## config.mk

```make
export PLATFORM = sky130hd
export DESIGN_NAME = rlc_top
export DESIGN_NICKNAME = d
export VERILOG_FILES = /design/src/hdl/rlc_pkg.sv /design/src/hdl/rlc_apb_slave.sv /design/src/hdl/rlc_tap_decoder.sv /design/src/hdl/rlc_top.sv
export SDC_FILE = /design/constraint.sdc
export NUM_CORES = 1
export LEC_CHECK = 0
export BUFFER_PORTS_ARGS = -buffer_cell sky130_fd_sc_hd__buf_4
export CAP_MARGIN = 20
export CORE_MARGIN = 2
export CORE_UTILIZATION = 50
export DETAILED_ROUTE_END_ITERATION = 6
export GPL_ROUTABILITY_DRIVEN = 0
export PLACE_DENSITY = 0.9
export REMOVE_ABC_BUFFERS = 1
export SETUP_SLACK_MARGIN = 0.02
export SYNTH_ARGS = -nofsm -noshare
export SYNTH_HDL_FRONTEND = slang
export SYNTH_SLANG_ARGS = --single-unit
```

## constraint.sdc

```tcl
create_clock -name i_sys_clk -period 4.19 [get_ports i_sys_clk]
set_input_delay 1.0475 -clock i_sys_clk [delete_from_list [all_inputs] [get_ports i_sys_clk]]
set_output_delay 1.0475 -clock i_sys_clk [all_outputs]
set_load 0.02 [all_outputs]
```

## src/hdl/rlc_pkg.sv

```systemverilog
`default_nettype none

package rlc_pkg;

    // Bus geometry
    localparam int unsigned RLC_ADDR_W = 12;
    localparam int unsigned RLC_DATA_W = 32;

    // Register byte offsets
    localparam logic [RLC_ADDR_W-1:0] RLC_OFS_CONTROL = 12'h000;
    localparam logic [RLC_ADDR_W-1:0] RLC_OFS_STATUS = 12'h004;

    // Control register layout
    localparam int unsigned RLC_CTRL_W = 8;
    localparam int unsigned RLC_TAP_W = 5;
    localparam int unsigned RLC_TAP_COUNT = 32;
    localparam int unsigned RLC_BIT_POWER = 7;
    localparam int unsigned RLC_BIT_PIN = 6;
    localparam int unsigned RLC_BIT_SRC = 5;
    localparam logic [RLC_CTRL_W-1:0] RLC_CTRL_RESET = 8'h00;

    // Status register layout
    localparam int unsigned RLC_STAT_W = 8;
    localparam int unsigned RLC_STAT_LEVEL_LIVE = 0;
    localparam int unsigned RLC_STAT_PIN_LIVE = 1;
    localparam int unsigned RLC_STAT_PIN_IDLE = 2;
    localparam logic [RLC_STAT_W-1:0] RLC_STAT_RESET = 8'h00;

    // Field image of the control register, bit 7 first
    typedef struct packed {
        logic ladder_power_on;
        logic level_pin_drive;
        logic external_source_select;
        logic [RLC_TAP_W-1:0] tap_select_code;
    } rlc_ctrl_s;

    // Register selected by a bus address
    typedef enum logic [1:0] {
        RLC_SEL_CONTROL,
        RLC_SEL_STATUS,
        RLC_SEL_NONE
    } rlc_sel_e;

    // Address decode, shared by the read and write paths
    function automatic rlc_sel_e rlc_decode(input logic [RLC_ADDR_W-1:0] addr);
        rlc_sel_e sel;
        sel = RLC_SEL_NONE;
        if (addr == RLC_OFS_CONTROL) begin
            sel = RLC_SEL_CONTROL;
        end else if (addr == RLC_OFS_STATUS) begin
            sel = RLC_SEL_STATUS;
        end
        return sel;
    endfunction

endpackage

`default_nettype wire

```

## src/hdl/rlc_apb_slave.sv

```systemverilog
`default_nettype none

module rlc_apb_slave (
    // Clock and reset
    input wire logic i_sys_clk,
    input wire logic i_reset_n,
    // APB
    input wire logic i_psel,
    input wire logic i_penable,
    input wire logic i_pwrite,
    input wire logic [rlc_pkg::RLC_ADDR_W-1:0] i_paddr,
    input wire logic [rlc_pkg::RLC_DATA_W-1:0] i_pwdata,
    output logic o_pready,
    output logic [rlc_pkg::RLC_DATA_W-1:0] o_prdata,
    output logic o_pslverr,
    // Register side
    input wire logic [rlc_pkg::RLC_CTRL_W-1:0] i_ctrl_word,
    input wire logic [rlc_pkg::RLC_STAT_W-1:0] i_stat_word,
    output logic o_ctrl_wr,
    output logic [rlc_pkg::RLC_CTRL_W-1:0] o_ctrl_wdata
);
    import rlc_pkg::*;

    logic pready_q;
    logic pready_d;
    logic [RLC_DATA_W-1:0] prdata_q;
    logic [RLC_DATA_W-1:0] prdata_d;
    logic pslverr_q;
    logic pslverr_d;
    logic setup;
    rlc_sel_e sel;

    assign setup = i_psel && !i_penable && !pready_q;
    assign sel = rlc_decode(i_paddr);

    // One wait-free access phase: ready is raised in the cycle after setup
    assign pready_d = setup;
    assign pslverr_d = setup && (sel == RLC_SEL_NONE);

    always_comb begin
        prdata_d = '0;
        if (setup && !i_pwrite) begin
            case (sel)
                RLC_SEL_CONTROL: prdata_d = {{(RLC_DATA_W-RLC_CTRL_W){1'b0}}, i_ctrl_word};
                RLC_SEL_STATUS: prdata_d = {{(RLC_DATA_W-RLC_STAT_W){1'b0}}, i_stat_word};
                default: prdata_d = '0;
            endcase
        end
    end

    always_ff @(posedge i_sys_clk or negedge i_reset_n) begin
        if (!i_reset_n) begin
            pready_q <= 1'b0;
            pslverr_q <= 1'b0;
            prdata_q <= '0;
        end else begin
            pready_q <= pready_d;
            pslverr_q <= pslverr_d;
            prdata_q <= prdata_d;
        end
    end

    // Write lands at the completing edge; status writes are dropped quietly
    assign o_ctrl_wr = i_psel && i_penable && pready_q && i_pwrite
        && (sel == RLC_SEL_CONTROL);
    assign o_ctrl_wdata = i_pwdata[RLC_CTRL_W-1:0];

    assign o_pready = pready_q;
    assign o_prdata = prdata_q;
    assign o_pslverr = pslverr_q;

endmodule

`default_nettype wire

```

## src/hdl/rlc_tap_decoder.sv

```systemverilog
`default_nettype none

module rlc_tap_decoder #(
    parameter int unsigned TAP_W = rlc_pkg::RLC_TAP_W,
    parameter int unsigned TAP_COUNT = rlc_pkg::RLC_TAP_COUNT
) (
    // Tap code in
    input wire logic [TAP_W-1:0] i_code,
    input wire logic i_enable,
    // One switch per ladder node
    output logic [TAP_COUNT-1:0] o_switch
);
    import rlc_pkg::*;

    // Exactly one node closes at a time; none while the ladder is off
    for (genvar n = 0; n < TAP_COUNT; n++) begin : g_tap
        assign o_switch[n] = i_enable && (i_code == TAP_W'(n));
    end

endmodule

`default_nettype wire

```

## src/hdl/rlc_top.sv

```systemverilog
// Functional notes
// - Power enable bit 7 powers the ladder; clear holds it powered down.
// - Output enable bit 6 closes the switch onto the level pin.
// - Bit 5 picks external reference rails (1) or analog supply rails (0).
// - Exactly 32 levels; one tap selected at a time by one code.
// - Tap code in bits 4:0, values 0 to 31, level is low rail plus code/32.
// - Reset clears the power enable, ladder off until software sets it.
// - Reset clears the output enable, pin disconnected.
// - Wake from sleep leaves the control register untouched.
// - Controls act independently of any comparator enable.
// - Reset returns the whole control register to its reset value.
`default_nettype none

module rlc_top (
    // Clock and reset
    input wire logic i_sys_clk,
    input wire logic i_reset_n,
    // APB slave
    input wire logic i_psel,
    input wire logic i_penable,
    input wire logic i_pwrite,
    input wire logic [rlc_pkg::RLC_ADDR_W-1:0] i_paddr,
    input wire logic [rlc_pkg::RLC_DATA_W-1:0] i_pwdata,
    output logic o_pready,
    output logic [rlc_pkg::RLC_DATA_W-1:0] o_prdata,
    output logic o_pslverr,
    // Ladder controls
    output logic o_ladder_power_on,
    output logic o_level_pin_drive,
    output logic o_external_source_select,
    output logic [rlc_pkg::RLC_TAP_W-1:0] o_tap_select_code,
    output logic [rlc_pkg::RLC_TAP_COUNT-1:0] o_tap_switch
);
    import rlc_pkg::*;

    rlc_ctrl_s ctrl_q;
    rlc_ctrl_s ctrl_d;
    logic [RLC_TAP_COUNT-1:0] switch_q;
    logic [RLC_TAP_COUNT-1:0] switch_d;
    logic [RLC_STAT_W-1:0] stat_q;
    logic [RLC_STAT_W-1:0] stat_d;
    logic ctrl_wr;
    logic [RLC_CTRL_W-1:0] ctrl_wdata;

    rlc_apb_slave u_bus (
        .i_sys_clk(i_sys_clk),
        .i_reset_n(i_reset_n),
        .i_psel(i_psel),
        .i_penable(i_penable),
        .i_pwrite(i_pwrite),
        .i_paddr(i_paddr),
        .i_pwdata(i_pwdata),
        .o_pready(o_pready),
        .o_prdata(o_prdata),
        .o_pslverr(o_pslverr),
        .i_ctrl_word(ctrl_q),
        .i_stat_word(stat_q),
        .o_ctrl_wr(ctrl_wr),
        .o_ctrl_wdata(ctrl_wdata)
    );

    // Only a control write or reset changes the register; there is no sleep or wake path,
    // so a wake-up can never disturb it
    always_comb begin
        ctrl_d = ctrl_q;
        if (ctrl_wr) begin
            ctrl_d = rlc_ctrl_s'(ctrl_wdata);
        end
    end

    // Switches decode from the next value so they change on the same edge
    rlc_tap_decoder #(
        .TAP_W(RLC_TAP_W),
        .TAP_COUNT(RLC_TAP_COUNT)
    ) u_taps (
        .i_code(ctrl_d.tap_select_code),
        .i_enable(ctrl_d.ladder_power_on),
        .o_switch(switch_d)
    );

    // Reset clears every bit, which powers down and disconnects the ladder
    always_ff @(posedge i_sys_clk or negedge i_reset_n) begin
        if (!i_reset_n) begin
            ctrl_q <= rlc_ctrl_s'(RLC_CTRL_RESET);
        end else begin
            ctrl_q <= ctrl_d;
        end
    end

    always_ff @(posedge i_sys_clk or negedge i_reset_n) begin
        if (!i_reset_n) begin
            switch_q <= '0;
        end else begin
            switch_q <= switch_d;
        end
    end

    // Status shows what the analog side is really given
    always_comb begin
        stat_d = RLC_STAT_RESET;
        stat_d[RLC_STAT_LEVEL_LIVE] = ctrl_d.ladder_power_on;
        stat_d[RLC_STAT_PIN_LIVE] = ctrl_d.ladder_power_on && ctrl_d.level_pin_drive;
        // Pin routed with the ladder off: the pin floats on a dead node
        stat_d[RLC_STAT_PIN_IDLE] = !ctrl_d.ladder_power_on && ctrl_d.level_pin_drive;
    end

    always_ff @(posedge i_sys_clk or negedge i_reset_n) begin
        if (!i_reset_n) begin
            stat_q <= RLC_STAT_RESET;
        end else begin
            stat_q <= stat_d;
        end
    end

    // Static controls straight from the register flops
    assign o_ladder_power_on = ctrl_q.ladder_power_on;
    assign o_level_pin_drive = ctrl_q.level_pin_drive;
    assign o_external_source_select = ctrl_q.external_source_select;
    assign o_tap_select_code = ctrl_q.tap_select_code;
    assign o_tap_switch = switch_q;

endmodule

`default_nettype wire

```

-- Yosys cells after proc, flatten, opt, wreduce, memory -nomap -nowiden
Cells that the tools add are included.
Widths: inputs -> output; s select.
- equality and inequality tests: 34
- mux-type cells: 5
- reduce and logical (&&, ||, !) cells: 49
- operators with widths (cell ; count):
    $eq 5x5->1 const B ; 16
    $logic_and 1x1->1 ; 42
    $eq 5x4->1 const B ; 8
    $mux 32 ; 1
    $eq 5x3->1 const B ; 4
    $pmux 8 s2 ; 1
    $eq 12x3->1 const B ; 1
    $logic_not 12->1 ; 1
    $eq 5x2->1 const B ; 2
    $mux 8 ; 1
    $eq 5x1->1 const B ; 1
    $logic_not 5->1 ; 1
    $logic_not 1->1 ; 4
    $mux 2 ; 2
    $eq 2x1->1 const B ; 1
    $eq 2x2->1 const B ; 1
    $logic_not 2->1 ; 1
- register bits after elaboration: 77
- input port bits: 49
- output and inout bits: 74
- logic and storage cells: 97

-- Longest topological paths before layout
Gate-level depths: netlist of run 1.
- depth in word-level cells: 8
- depth in mapped cells: 5
- gate-level depth less buffers: 4

-- Hierarchy
From an unflattened synthesis of run 1, not the netlist that was laid out.
- cell total of the unflattened synthesis: 175
- area total of the unflattened synthesis: 2160.8 sq um
- modules (own cells, without submodules) (module ; times used ; cells an instance ; area each (sq um) ; sequential area each (sq um)):
    rlc_top ; 1 ; 58 ; 1212.4 ; 1051.0
    rlc_apb_slave ; 1 ; 70 ; 714.4 ; 250.2
    rlc_tap_decoder ; 1 ; 47 ; 234.0 ; 0.0

-- Worst setup path after synthesis of run 1
OpenSTA, ideal clock, no wires.
- path type: in2reg
- start point: input port i_paddr[5] in the netlist's numbering
- end point: register ctrl_q (netlist bit o_level_pin_drive)
- library setup time: 127 ps
- arrival time: 2321 ps
- data required time: 4063 ps
- slack: 1742 ps
- stages on the path: 5
- buffers on the path: 1
- path through: nor4_1 > nand3_1 > nor3_4 > buf_6 > mux2_1
- RTL lines (element ; line ; text):
    from (decl) ; rlc_top.sv:22 ; input wire logic [rlc_pkg::RLC_ADDR_W-1:0] i_paddr,
    to (signal assigned) ; rlc_top.sv:84 ; ctrl_q <= rlc_ctrl_s'(RLC_CTRL_RESET);
    to (signal assigned) ; rlc_top.sv:86 ; ctrl_q <= ctrl_d;
    to (decl) ; rlc_top.sv:36 ; rlc_ctrl_s ctrl_q;

-- Worst setup path in the final report of run 1
- start point: input port i_paddr[7] in the netlist's numbering
- end point: register switch_q[24], in the netlist o_tap_switch[24]
- cells in the longest elaborated chain, start to end: 8
- elaborated cells on any way between the ends: 9
- those cells by class: 2 x eq/ne; 3 x mux; 4 x reduce/logical
- ends and longest elaborated chain (element ; line ; text):
    $eq 12x3->1 ; rlc_pkg.sv:50 ; end else if (addr == RLC_OFS_STATUS) begin
    $mux 2 ; rlc_pkg.sv:50 ;
    $mux 2 (*) ; rlc_pkg.sv:48 ; if (addr == RLC_OFS_CONTROL) begin
    $logic_not 2->1 (*) ; rlc_apb_slave.sv:65 ; && (sel == RLC_SEL_CONTROL);
    $logic_and 1x1->1 (*) ; rlc_apb_slave.sv:65 ;
    $mux 8 (*) ; rlc_top.sv:66 ; if (ctrl_wr) begin
    $eq 5x5->1 ; rlc_tap_decoder.sv:17 ; assign o_switch[n] = i_enable && (i_code == TAP_W'(n));
    $logic_and 1x1->1 (*) ; rlc_tap_decoder.sv:17 ;
    named net switch_d[24] ; rlc_top.sv:39 ; logic [RLC_TAP_COUNT-1:0] switch_d;
    to (signal assigned) ; rlc_top.sv:94 ; switch_q <= switch_d;
    to (decl) ; rlc_top.sv:38 ; logic [RLC_TAP_COUNT-1:0] switch_q;
Mark *: on every way through the listed nets, which the timed path passes. The rest lies on a longest branch.
A chain may end at the register's enable or synchronous reset.

==> results of run 1 <==
-- power breakdown --
| part | total (uW) | switching [uW] | internal (uW) |
|---|---|---|---|
| registers | 503 | 0.674 | 502 |
| logic | 69.9 | 48.9 | 20.9 |
| clock network | 333 | 156 | 177 |
| total | 906 | 206 | 701 |
-- worst paths after layout --
check                                               from                              to  slack, ps  cells past startpoint
worst max-delay path                          i_paddr[7]      o_tap_switch[24]$_DFF_PN0_       1450                      6
worst min-delay path            u_bus.o_pready$_DFF_PN0_        u_bus.o_pready$_DFF_PN0_        500                      1
min in group asynchronous                      i_reset_n  o_tap_select_code[1]$_DFF_PN0_        760                      1
worst min register to register  u_bus.o_pready$_DFF_PN0_        u_bus.o_pready$_DFF_PN0_        500                      1
worst max register to register  u_bus.o_pready$_DFF_PN0_      o_tap_switch[24]$_DFF_PN0_       2350                      4
max in group asynchronous                      i_reset_n     u_bus.o_prdata[0]$_DFF_PN0_       3020                      1
-- worst max-delay path: stages --
cell and delay [ps]:
buf_4 110, nor4_1 330, nand3_1 210, nor3_4 510
buf_4 450, mux2i_1 290
-- Yosys cell counts, drive strengths merged, types with 2 or more instances --
master | n | share of area (%)
and2 | 8 | 2.0
buf | 31 | 8.8
clkbuf | 4 | 0.59
dfrtp | 52 | 51
mux2 | 8 | 3.5
mux2i | 37 | 15
nand2 | 70 | 10
nand2b | 8 | 2.0
nand4 | 2 | 0.49
nor2 | 18 | 2.7
nor2b | 4 | 0.98
nor3 | 6 | 1.6
nor4 | 2 | 0.49
-- sequential cells by signal, summed over array words and instances, names as in the netlist --
register and count:
o_level_pin_drive 1, stat_q 3, u_bus.o_pslverr 1, o_tap_select_code 5, u_bus.o_prdata 8, o_external_source_select 1
u_bus.o_pready 1, o_tap_switch 32
-- cell families after synthesis --
family / share of synthesized area (%)
other: 0.147
AND/OR/NAND/NOR: 21.3
multiplexers: 18.1
buffers and inverters: 9.43
flip-flops: 51.1
-- metal layers --
layer	GRT usage, %	part of all wire [%]
met1	24.0	40
met2	33.9	52
met3	6.08	6.0
met4	9.16	2.3
met5	0	0
-- metrics by stage --
stage / power [uW] / setup slack (ps) / util (%) / std cells
3_5_place_dp: 583 / 1120 / 63.3 / 385
4_1_cts: 910 / 1450 / 65.5 / 393
3_3_place_gp: 581 / 1150 / 63.3 / 385
6_report: 906 / 1450 / 65.5 / 393
2_1_floorplan: 546 / 663 / - / 242
5_1_grt: 947 / 1190 / 65.5 / 393
-- area by class of cell --
| class | instances | area, um2 |
|---|---|---|
| clock buffer | 6 | 72.6 |
| timing repair buffer | 76 | 571 |
| tap | 67 | 83.8 |
| sequential | 52 | 1300 |
| fill | 403 | 1660 |
| clock inverter | 2 | 35.0 |
| multi-input combinational | 190 | 1090 |
==> results.cfg, run 1 <==
[status]
outcome = complete, no violations

[detailed_routing]
wl_per_cell_um = 13.2
drt-vias-per-instance = 4.79
ant_nets = 0
firstDrtPassIters = 4
drt_iter0_markers = 217
dr_total_vias = 1881
finalWirelength_um = 5200
post-route-drc-count = 0

[clock_tree]
root_buffer = clkbuf_8
cts_setup_buffers = 0
htreeDepth = 2
cts_tree = done
clockBufferDepth = 2
cts_sinks = 52
postCtsHoldBufs = 0
path_clk_slew_ps = 80
numCtsBuffers = 5
clock_latency_ps = 310
cts_resized = 0

[global_route]
grt.overflow.total = 0
grt_util_all_layers_pct = 20.2
grt_pass1_wl_um = 8500
grt_max_degree = 53
antenna_found_initial = 0
grt_pass1_vias = 1827

[timing]
tns_ps = 0
skew_ps = 13.7
hold_slack_ps = 503
relSlewSlack_pct = 52.0
finalHoldViolations = 0
rsz0062_at_grt = no
tightestPinTransition_ps = 718
fmax_mhz = 365
finalSetupViolCount = 0
min_period_over_period_pct = 65.3
period_minus_slack_ps = 2740
maxSlewViolCount = 0

[power_and_ir_drop]
peakVddDrop_uv = 225
powerDensity_nw_per_um2 = 287
p_leak_uw = 0.00150

[synthesis]
syn_area_per_cell_um2 = 10.0
syn_inst = 254
synthDistinctLibCells = 22
synth_edf_count = 0
async_reset_ff_share_pct = 100
synth-seq-cells = 52
syn_area_um2 = 2550
synthFlopType = dfrtp_1
seq_area_frac_synth_pct = 51.1
yosys_warnings = 0

[hold_path]
min_path_type = reg2reg

[die]
die_y_um = 75.4
die_w_um = 75.4
ios = 123
die_area_um2 = 5680
core_region_area_um2 = 4820
start_util_pct = 52.9
num_rows = 25

[finish]
mostFrequentLayoutCell = buf_4
antennaDiodeCount = 0
final_cell_mix = buf_4 (76), nand2_1 (70), dfrtp_1 (52)
syn2layout_area_growth_pct = 23.9
final_layout_size_suffix_gt1_share_pct = 26.4
layout.nets = 374
finish.instance_area_um2 = 3160

[worst_setup_path]
critPathKind = in2reg
crit_path_start_kind = input port
cp.arrival_ps = 2950
critPathMaxFanout = 24
required_ps = 4400
end_kind = register

[placed_design]
placed_area_um2 = 3050
io_buffer_count = 74
dp_hpwl_um = 3770

[flow_run]
maxCapViolations = 0
(Power assumes the default switching activity.)
==> inputs of run 2 (changes only) <==
--- a/config.mk
+++ b/config.mk
@@ -8,10 +8,10 @@
 export BUFFER_PORTS_ARGS = -buffer_cell sky130_fd_sc_hd__buf_4
 export CAP_MARGIN = 20
 export CORE_MARGIN = 2
-export CORE_UTILIZATION = 50
+export CORE_UTILIZATION = 46
 export DETAILED_ROUTE_END_ITERATION = 6
 export GPL_ROUTABILITY_DRIVEN = 0
-export PLACE_DENSITY = 0.9
+export PLACE_DENSITY = 0.84
 export REMOVE_ABC_BUFFERS = 1
 export SETUP_SLACK_MARGIN = 0.02
 export SYNTH_ARGS = -nofsm -noshare
==> constraint.sdc (replaced) <==
create_clock -name i_sys_clk -period 2.8 [get_ports i_sys_clk]
set_input_delay 0.7 -clock i_sys_clk [delete_from_list [all_inputs] [get_ports i_sys_clk]]
set_output_delay 0.7 -clock i_sys_clk [all_outputs]
set_load 0.02 [all_outputs]
==> run 2 against run 1 <==
- clock-buffer cell count did not move
- global-route usage fell by 2.9 points
- critical path depth did not move
- final cell count rose by 0.76%
- first-iteration DRC count fell by 63%
- hold slack got worse by 84 ps
- combinational power rose by 49%
- clock skew fell by 6.1 ps
- power rose by 38%
- setup slack got worse by 760 ps
- routed wire length fell by 0.88%
- critical path type unchanged
- highest routed layer unchanged
==> results.cfg, run 2 (synthesized netlist as in run 1, its figures left out) <==
[clock_tree]
cts_sinks = 52
numCtsBuffers = 5
clock_latency_ps = 300
path_clk_slew_ps = 90
root_buffer = clkbuf_8
cts_resized = 0
postCtsHoldBufs = 0
clockBufferDepth = 2
cts_setup_buffers = 0
htreeDepth = 2
cts_tree = done

[detailed_routing]
finalWirelength_um = 5150
firstDrtPassIters = 4
wl_per_cell_um = 13.0
post-route-drc-count = 0
drt-vias-per-instance = 4.67
dr_total_vias = 1851
drt_iter0_markers = 80
ant_nets = 0

[global_route]
antenna_found_initial = 0
grt_use_met2_pct = 30.3
use_met1_pct = 20.7
grt_util_all_layers_pct = 17.3
grt.overflow.total = 0
top_usage_layer = met2
use_met3_pct = 4.48
grt_pass1_vias = 1763
grt_max_degree = 53
grt_pass1_wl_um = 8170

[finish]
fillers = 492
final_layout_size_suffix_gt1_share_pct = 25.9
layout.nets = 373
fin_cells = 396
final_cell_mix = buf_4 (74), nand2_1 (70), dfrtp_1 (52)
mostFrequentLayoutCell = buf_4
antennaDiodeCount = 0
largest_reg_flops = 32
syn2layout_area_growth_pct = 23.1

[die]
die_y_um = 78.4
core_region_area_um2 = 5440
die_area_um2 = 6150
ios = 123
die_w_um = 78.4
start_util_pct = 46.9
num_rows = 27

[worst_setup_path]
critPathKind = in2reg
cp.arrival_ps = 2290
required_ps = 2990
crit_path_start_kind = input port
end_kind = register
critPathMaxFanout = 42

[placed_design]
dpl.cell_count = 389
dp_hpwl_um = 3800
io_buffer_count = 74
pre_cts_slack_ps = 345

[timing]
rsz0062_at_grt = no
finalHoldViolations = 0
setup_ws_ps = 698
skew_ps = 7.57
maxSlewViolCount = 0
relSlewSlack_pct = 55.2
hold_slack_ps = 419
min_period_over_period_pct = 75.1
tns_ps = 0
tightestPinTransition_ps = 670
fmax_mhz = 476
finalSetupViolCount = 0
period_minus_slack_ps = 2100

[flow_run]
maxCapViolations = 0

[power_and_ir_drop]
powerDensity_nw_per_um2 = 397
p_leak_uw = 0.00149
peakVddDrop_uv = 189

[status]
outcome = complete, no violations

[hold_path]
min_path_type = in2async
run 2: power by group:
part	total, uW	internal, uW	switching [uW]	leakage (uW)
combinational	104	31.4	72.4	0.000720
sequential	753	752	1.11	0.000725
clock	391	170	220	0.0000410
total	1250	953	294	0.00149
run 2: critical path, stage by stage:
cell	delay, ps
buf_4	110
nor4_1	370
nand3_1	200
nor3_4	230
buf_12	290
mux2_2	380
run 2: path summary, 6_finish.rpt:
path | from | endpoint | slack [ps] | cells past startpoint
setup / recovery | i_paddr[7] | stat_q[0]$_DFF_PN0_ | 700 | 6
hold / removal | i_reset_n | u_bus.o_prdata[7]$_DFF_PN0_ | 420 | 1
setup reg to reg | u_bus.o_pready$_DFF_PN0_ | u_bus.o_prdata[6]$_DFF_PN0_ | 1260 | 4
hold reg to reg | u_bus.o_pready$_DFF_PN0_ | u_bus.o_pready$_DFF_PN0_ | 520 | 1
max in group asynchronous | i_reset_n | o_tap_switch[31]$_DFF_PN0_ | 1970 | 1
min in group i_sys_clk | u_bus.o_pready$_DFF_PN0_ | u_bus.o_pready$_DFF_PN0_ | 520 | 1
run 2: through the flow:
step                      area, um2  total power (uW)  util, %
after floorplan                2390               817        -
after CTS                      3140              1260     57.7
final                          3140              1250     57.7
after detailed placement       3060               872     56.3
after global placement         3060               870     56.3
after global routing           3140              1300     57.7
run 2: area by class of cell:
class | instances | area (um2) | share of cell area [%]
Clock buffer | 6 | 72.6 | 2.31
Clock inverter | 1 | 5.00 | 0.159
Multi-Input combinational cell | 190 | 1090 | 34.8
Sequential cell | 52 | 1300 | 41.5
Tap cell | 72 | 90.1 | 2.87
Timing Repair Buffer | 75 | 576 | 18.3
run 2: routing by layer:
metal,share of wire (%),wire [um],up-vias
li1,-,-,911
met1,40,2050,871
met2,53,2710,59
met3,5.9,305,10
met4,1.6,85,0
met5,0,0,-
==> inputs of run 3 (changes only) <==
--- a/config.mk
+++ b/config.mk
@@ -8,10 +8,10 @@
 export BUFFER_PORTS_ARGS = -buffer_cell sky130_fd_sc_hd__buf_4
 export CAP_MARGIN = 20
 export CORE_MARGIN = 2
-export CORE_UTILIZATION = 46
+export CORE_UTILIZATION = 42
 export DETAILED_ROUTE_END_ITERATION = 6
 export GPL_ROUTABILITY_DRIVEN = 0
-export PLACE_DENSITY = 0.84
+export PLACE_DENSITY = 0.81
 export REMOVE_ABC_BUFFERS = 1
 export SETUP_SLACK_MARGIN = 0.02
 export SYNTH_ARGS = -nofsm -noshare
==> constraint.sdc (replaced) <==
create_clock -name i_sys_clk -period 1.7 [get_ports i_sys_clk]
set_input_delay 0.425 -clock i_sys_clk [delete_from_list [all_inputs] [get_ports i_sys_clk]]
set_output_delay 0.425 -clock i_sys_clk [all_outputs]
set_load 0.02 [all_outputs]
==> run 3 against run 2 <==
- register-to-register slack lost 1000 ps
- critical path depth rose by 1
- power grew 66%
- clock-buffer cell count unchanged
- global-route usage is 0.50 points lower
- critical path type unchanged
==> results.cfg, run 3 (synthesized netlist as in run 1, its figures left out) <==
[power_and_ir_drop]
p_sw_share_pct = 24.0
power.switching_uw = 497
power_frac_comb_pct = 8.8
p_leak_uw = 0.00156
powerDensity_nw_per_um2 = 633
seq_power_share_pct = 59.8
p_int_uw = 1580
pwr-share-clk_pct = 31.4
peakVddDrop_uv = 452

[worst_setup_path]
path_cells = buf_4 -> nor4_2 -> nand3_1 -> nor3_4 -> buf_12 -> buf_4 -> mux2i_1
end_kind = register
r2r_start = u_bus.o_pready$_DFF_PN0_
cpMaxStageDelayCell = nor4_2
max_stage_delay_ps = 300
worst_path_most_repeated_cell = buf_4
crit_path_start_kind = input port
critPathMaxFanout = 15
cp.arrival_ps = 1770
required_ps = 1910
cp-startpoint = i_paddr[7]
critPathKind = in2reg

[die]
core_region_area_um2 = 5890
start_util_pct = 43.3
num_rows = 28
die_area_um2 = 6710
die_y_um = 81.9
die_w_um = 81.9
ios = 123

[placed_design]
dpl.cell_count = 404
placed_area_um2 = 3180
io_buffer_count = 74
dp_hpwl_um = 3850

[finish]
final_cell_mix = buf_4 (84), nand2_1 (70), dfrtp_1 (52)
syn2layout_area_growth_pct = 28.6
postLayoutCoreUtil_pct = 55.7
fin_cells = 411
largest_reg_flops = 32
fillers = 544
antennaDiodeCount = 0
mostFrequentLayoutCell = buf_4
finish.instance_area_um2 = 3280
final_layout_size_suffix_gt1_share_pct = 29.2
layout.nets = 385

[timing]
relSlewSlack_pct = 58.3
maxSlewViolCount = 0
finalHoldViolations = 0
tightestPinTransition_ps = 626
min_period_over_period_pct = 91.6
fmax_mhz = 642
period_minus_slack_ps = 1560
rsz0062_at_grt = no
skew_ps = 11.5
finalSetupViolCount = 0

[clock_tree]
clockBufferDepth = 2
root_buffer = clkbuf_8
htreeDepth = 2
cts_tree = done
numCtsBuffers = 5
cts_sinks = 52
cts_setup_buffers = 0
clock_latency_ps = 300
path_clk_slew_ps = 90
postCtsHoldBufs = 0

[flow_run]
maxCapViolations = 0

[hold_path]
min_path_type = in2async

[detailed_routing]
finalWirelength_um = 5290
firstDrtPassIters = 5
dr_total_vias = 1940
highest_layer = met4
drt-vias-per-instance = 4.72
drt-met1-wl_um = 2150
met3WireLength_um = 411
post-route-drc-count = 0
drt_iter0_markers = 198
wl_met2_um = 2600
ant_nets = 0
wl_per_cell_um = 12.9

[global_route]
grt.overflow.total = 0
grt_max_degree = 53
antenna_found_initial = 0
grt_pass1_wl_um = 8320
grt_util_all_layers_pct = 16.8
grt_pass1_vias = 1751

[status]
outcome = complete, no violations
-- run 3: cell count changes in the layout (fill, tap and decap cells not counted), sizes merged --
cell | before | now
buf | 75 | 87
-- run 3: area by class of cell --
class	instances	area, um2	area share [%]
clock buffers	6	72.6	2.21
clock inverters	1	5.00	0.153
multi-input cells	190	1110	34.0
flip-flops and latches	52	1300	39.7
well taps	75	93.8	2.86
repair buffers	87	691	21.1
-- run 3: power by group through the flow --
stage | sequential, uW | clock, uW | combinational (uW)
floorplan | 1270 | 0 | 77.7
global placement | 1260 | 0 | 174
detailed placement | 1260 | 0 | 177
CTS | 1240 | 667 | 180
global route | 1240 | 722 | 199
finish | 1240 | 652 | 182
-- run 3: path summary, 6_finish.rpt --
check	endpoint	slack [ps]	cells past startpoint
max in group asynchronous	o_tap_switch[12]$_DFF_PN0_	1140	1
min in group i_sys_clk	u_bus.o_pready$_DFF_PN0_	310	2
setup reg to reg	o_tap_switch[24]$_DFF_PN0_	260	5
hold / removal	u_bus.o_prdata[5]$_DFF_PN0_	130	1
hold reg to reg	u_bus.o_pready$_DFF_PN0_	510	1
setup / recovery	o_tap_switch[24]$_DFF_PN0_	140	7
-- run 3: routing by layer --
metal,track usage [%],up-vias
li1,-,933
met1,20.7,909
met2,27.4,84
met3,4.62,14
met4,7.67,0
met5,0,-
-- run 3: timing repair --
action                                  CTS  global route
endpoints found under the setup margin   13            17
pin swaps                                 0             2
gates cloned                              0             0
gates resized for setup                   2             1
-- run 3: critical path, delay by kind of cell --
kind                   cells  cell delay, ps
and+or+nand+nor            3             650
buffers and inverters      3             460
muxes                      1             240
-- run 3: metrics by stage --
step | TNS [ps] | hold WS [ps] | setup WS [ps] | power, uW
3_3_place_gp | -10560 | 476 | -287 | 1440
3_5_place_dp | -11380 | 482 | -316 | 1440
6_report | 0 | 132 | 143 | 2070
5_1_grt | 0 | 185 | 44.9 | 2160
2_1_floorplan | -43720 | 129 | -1200 | 1350
4_1_cts | 0 | 152 | 62.8 | 2090
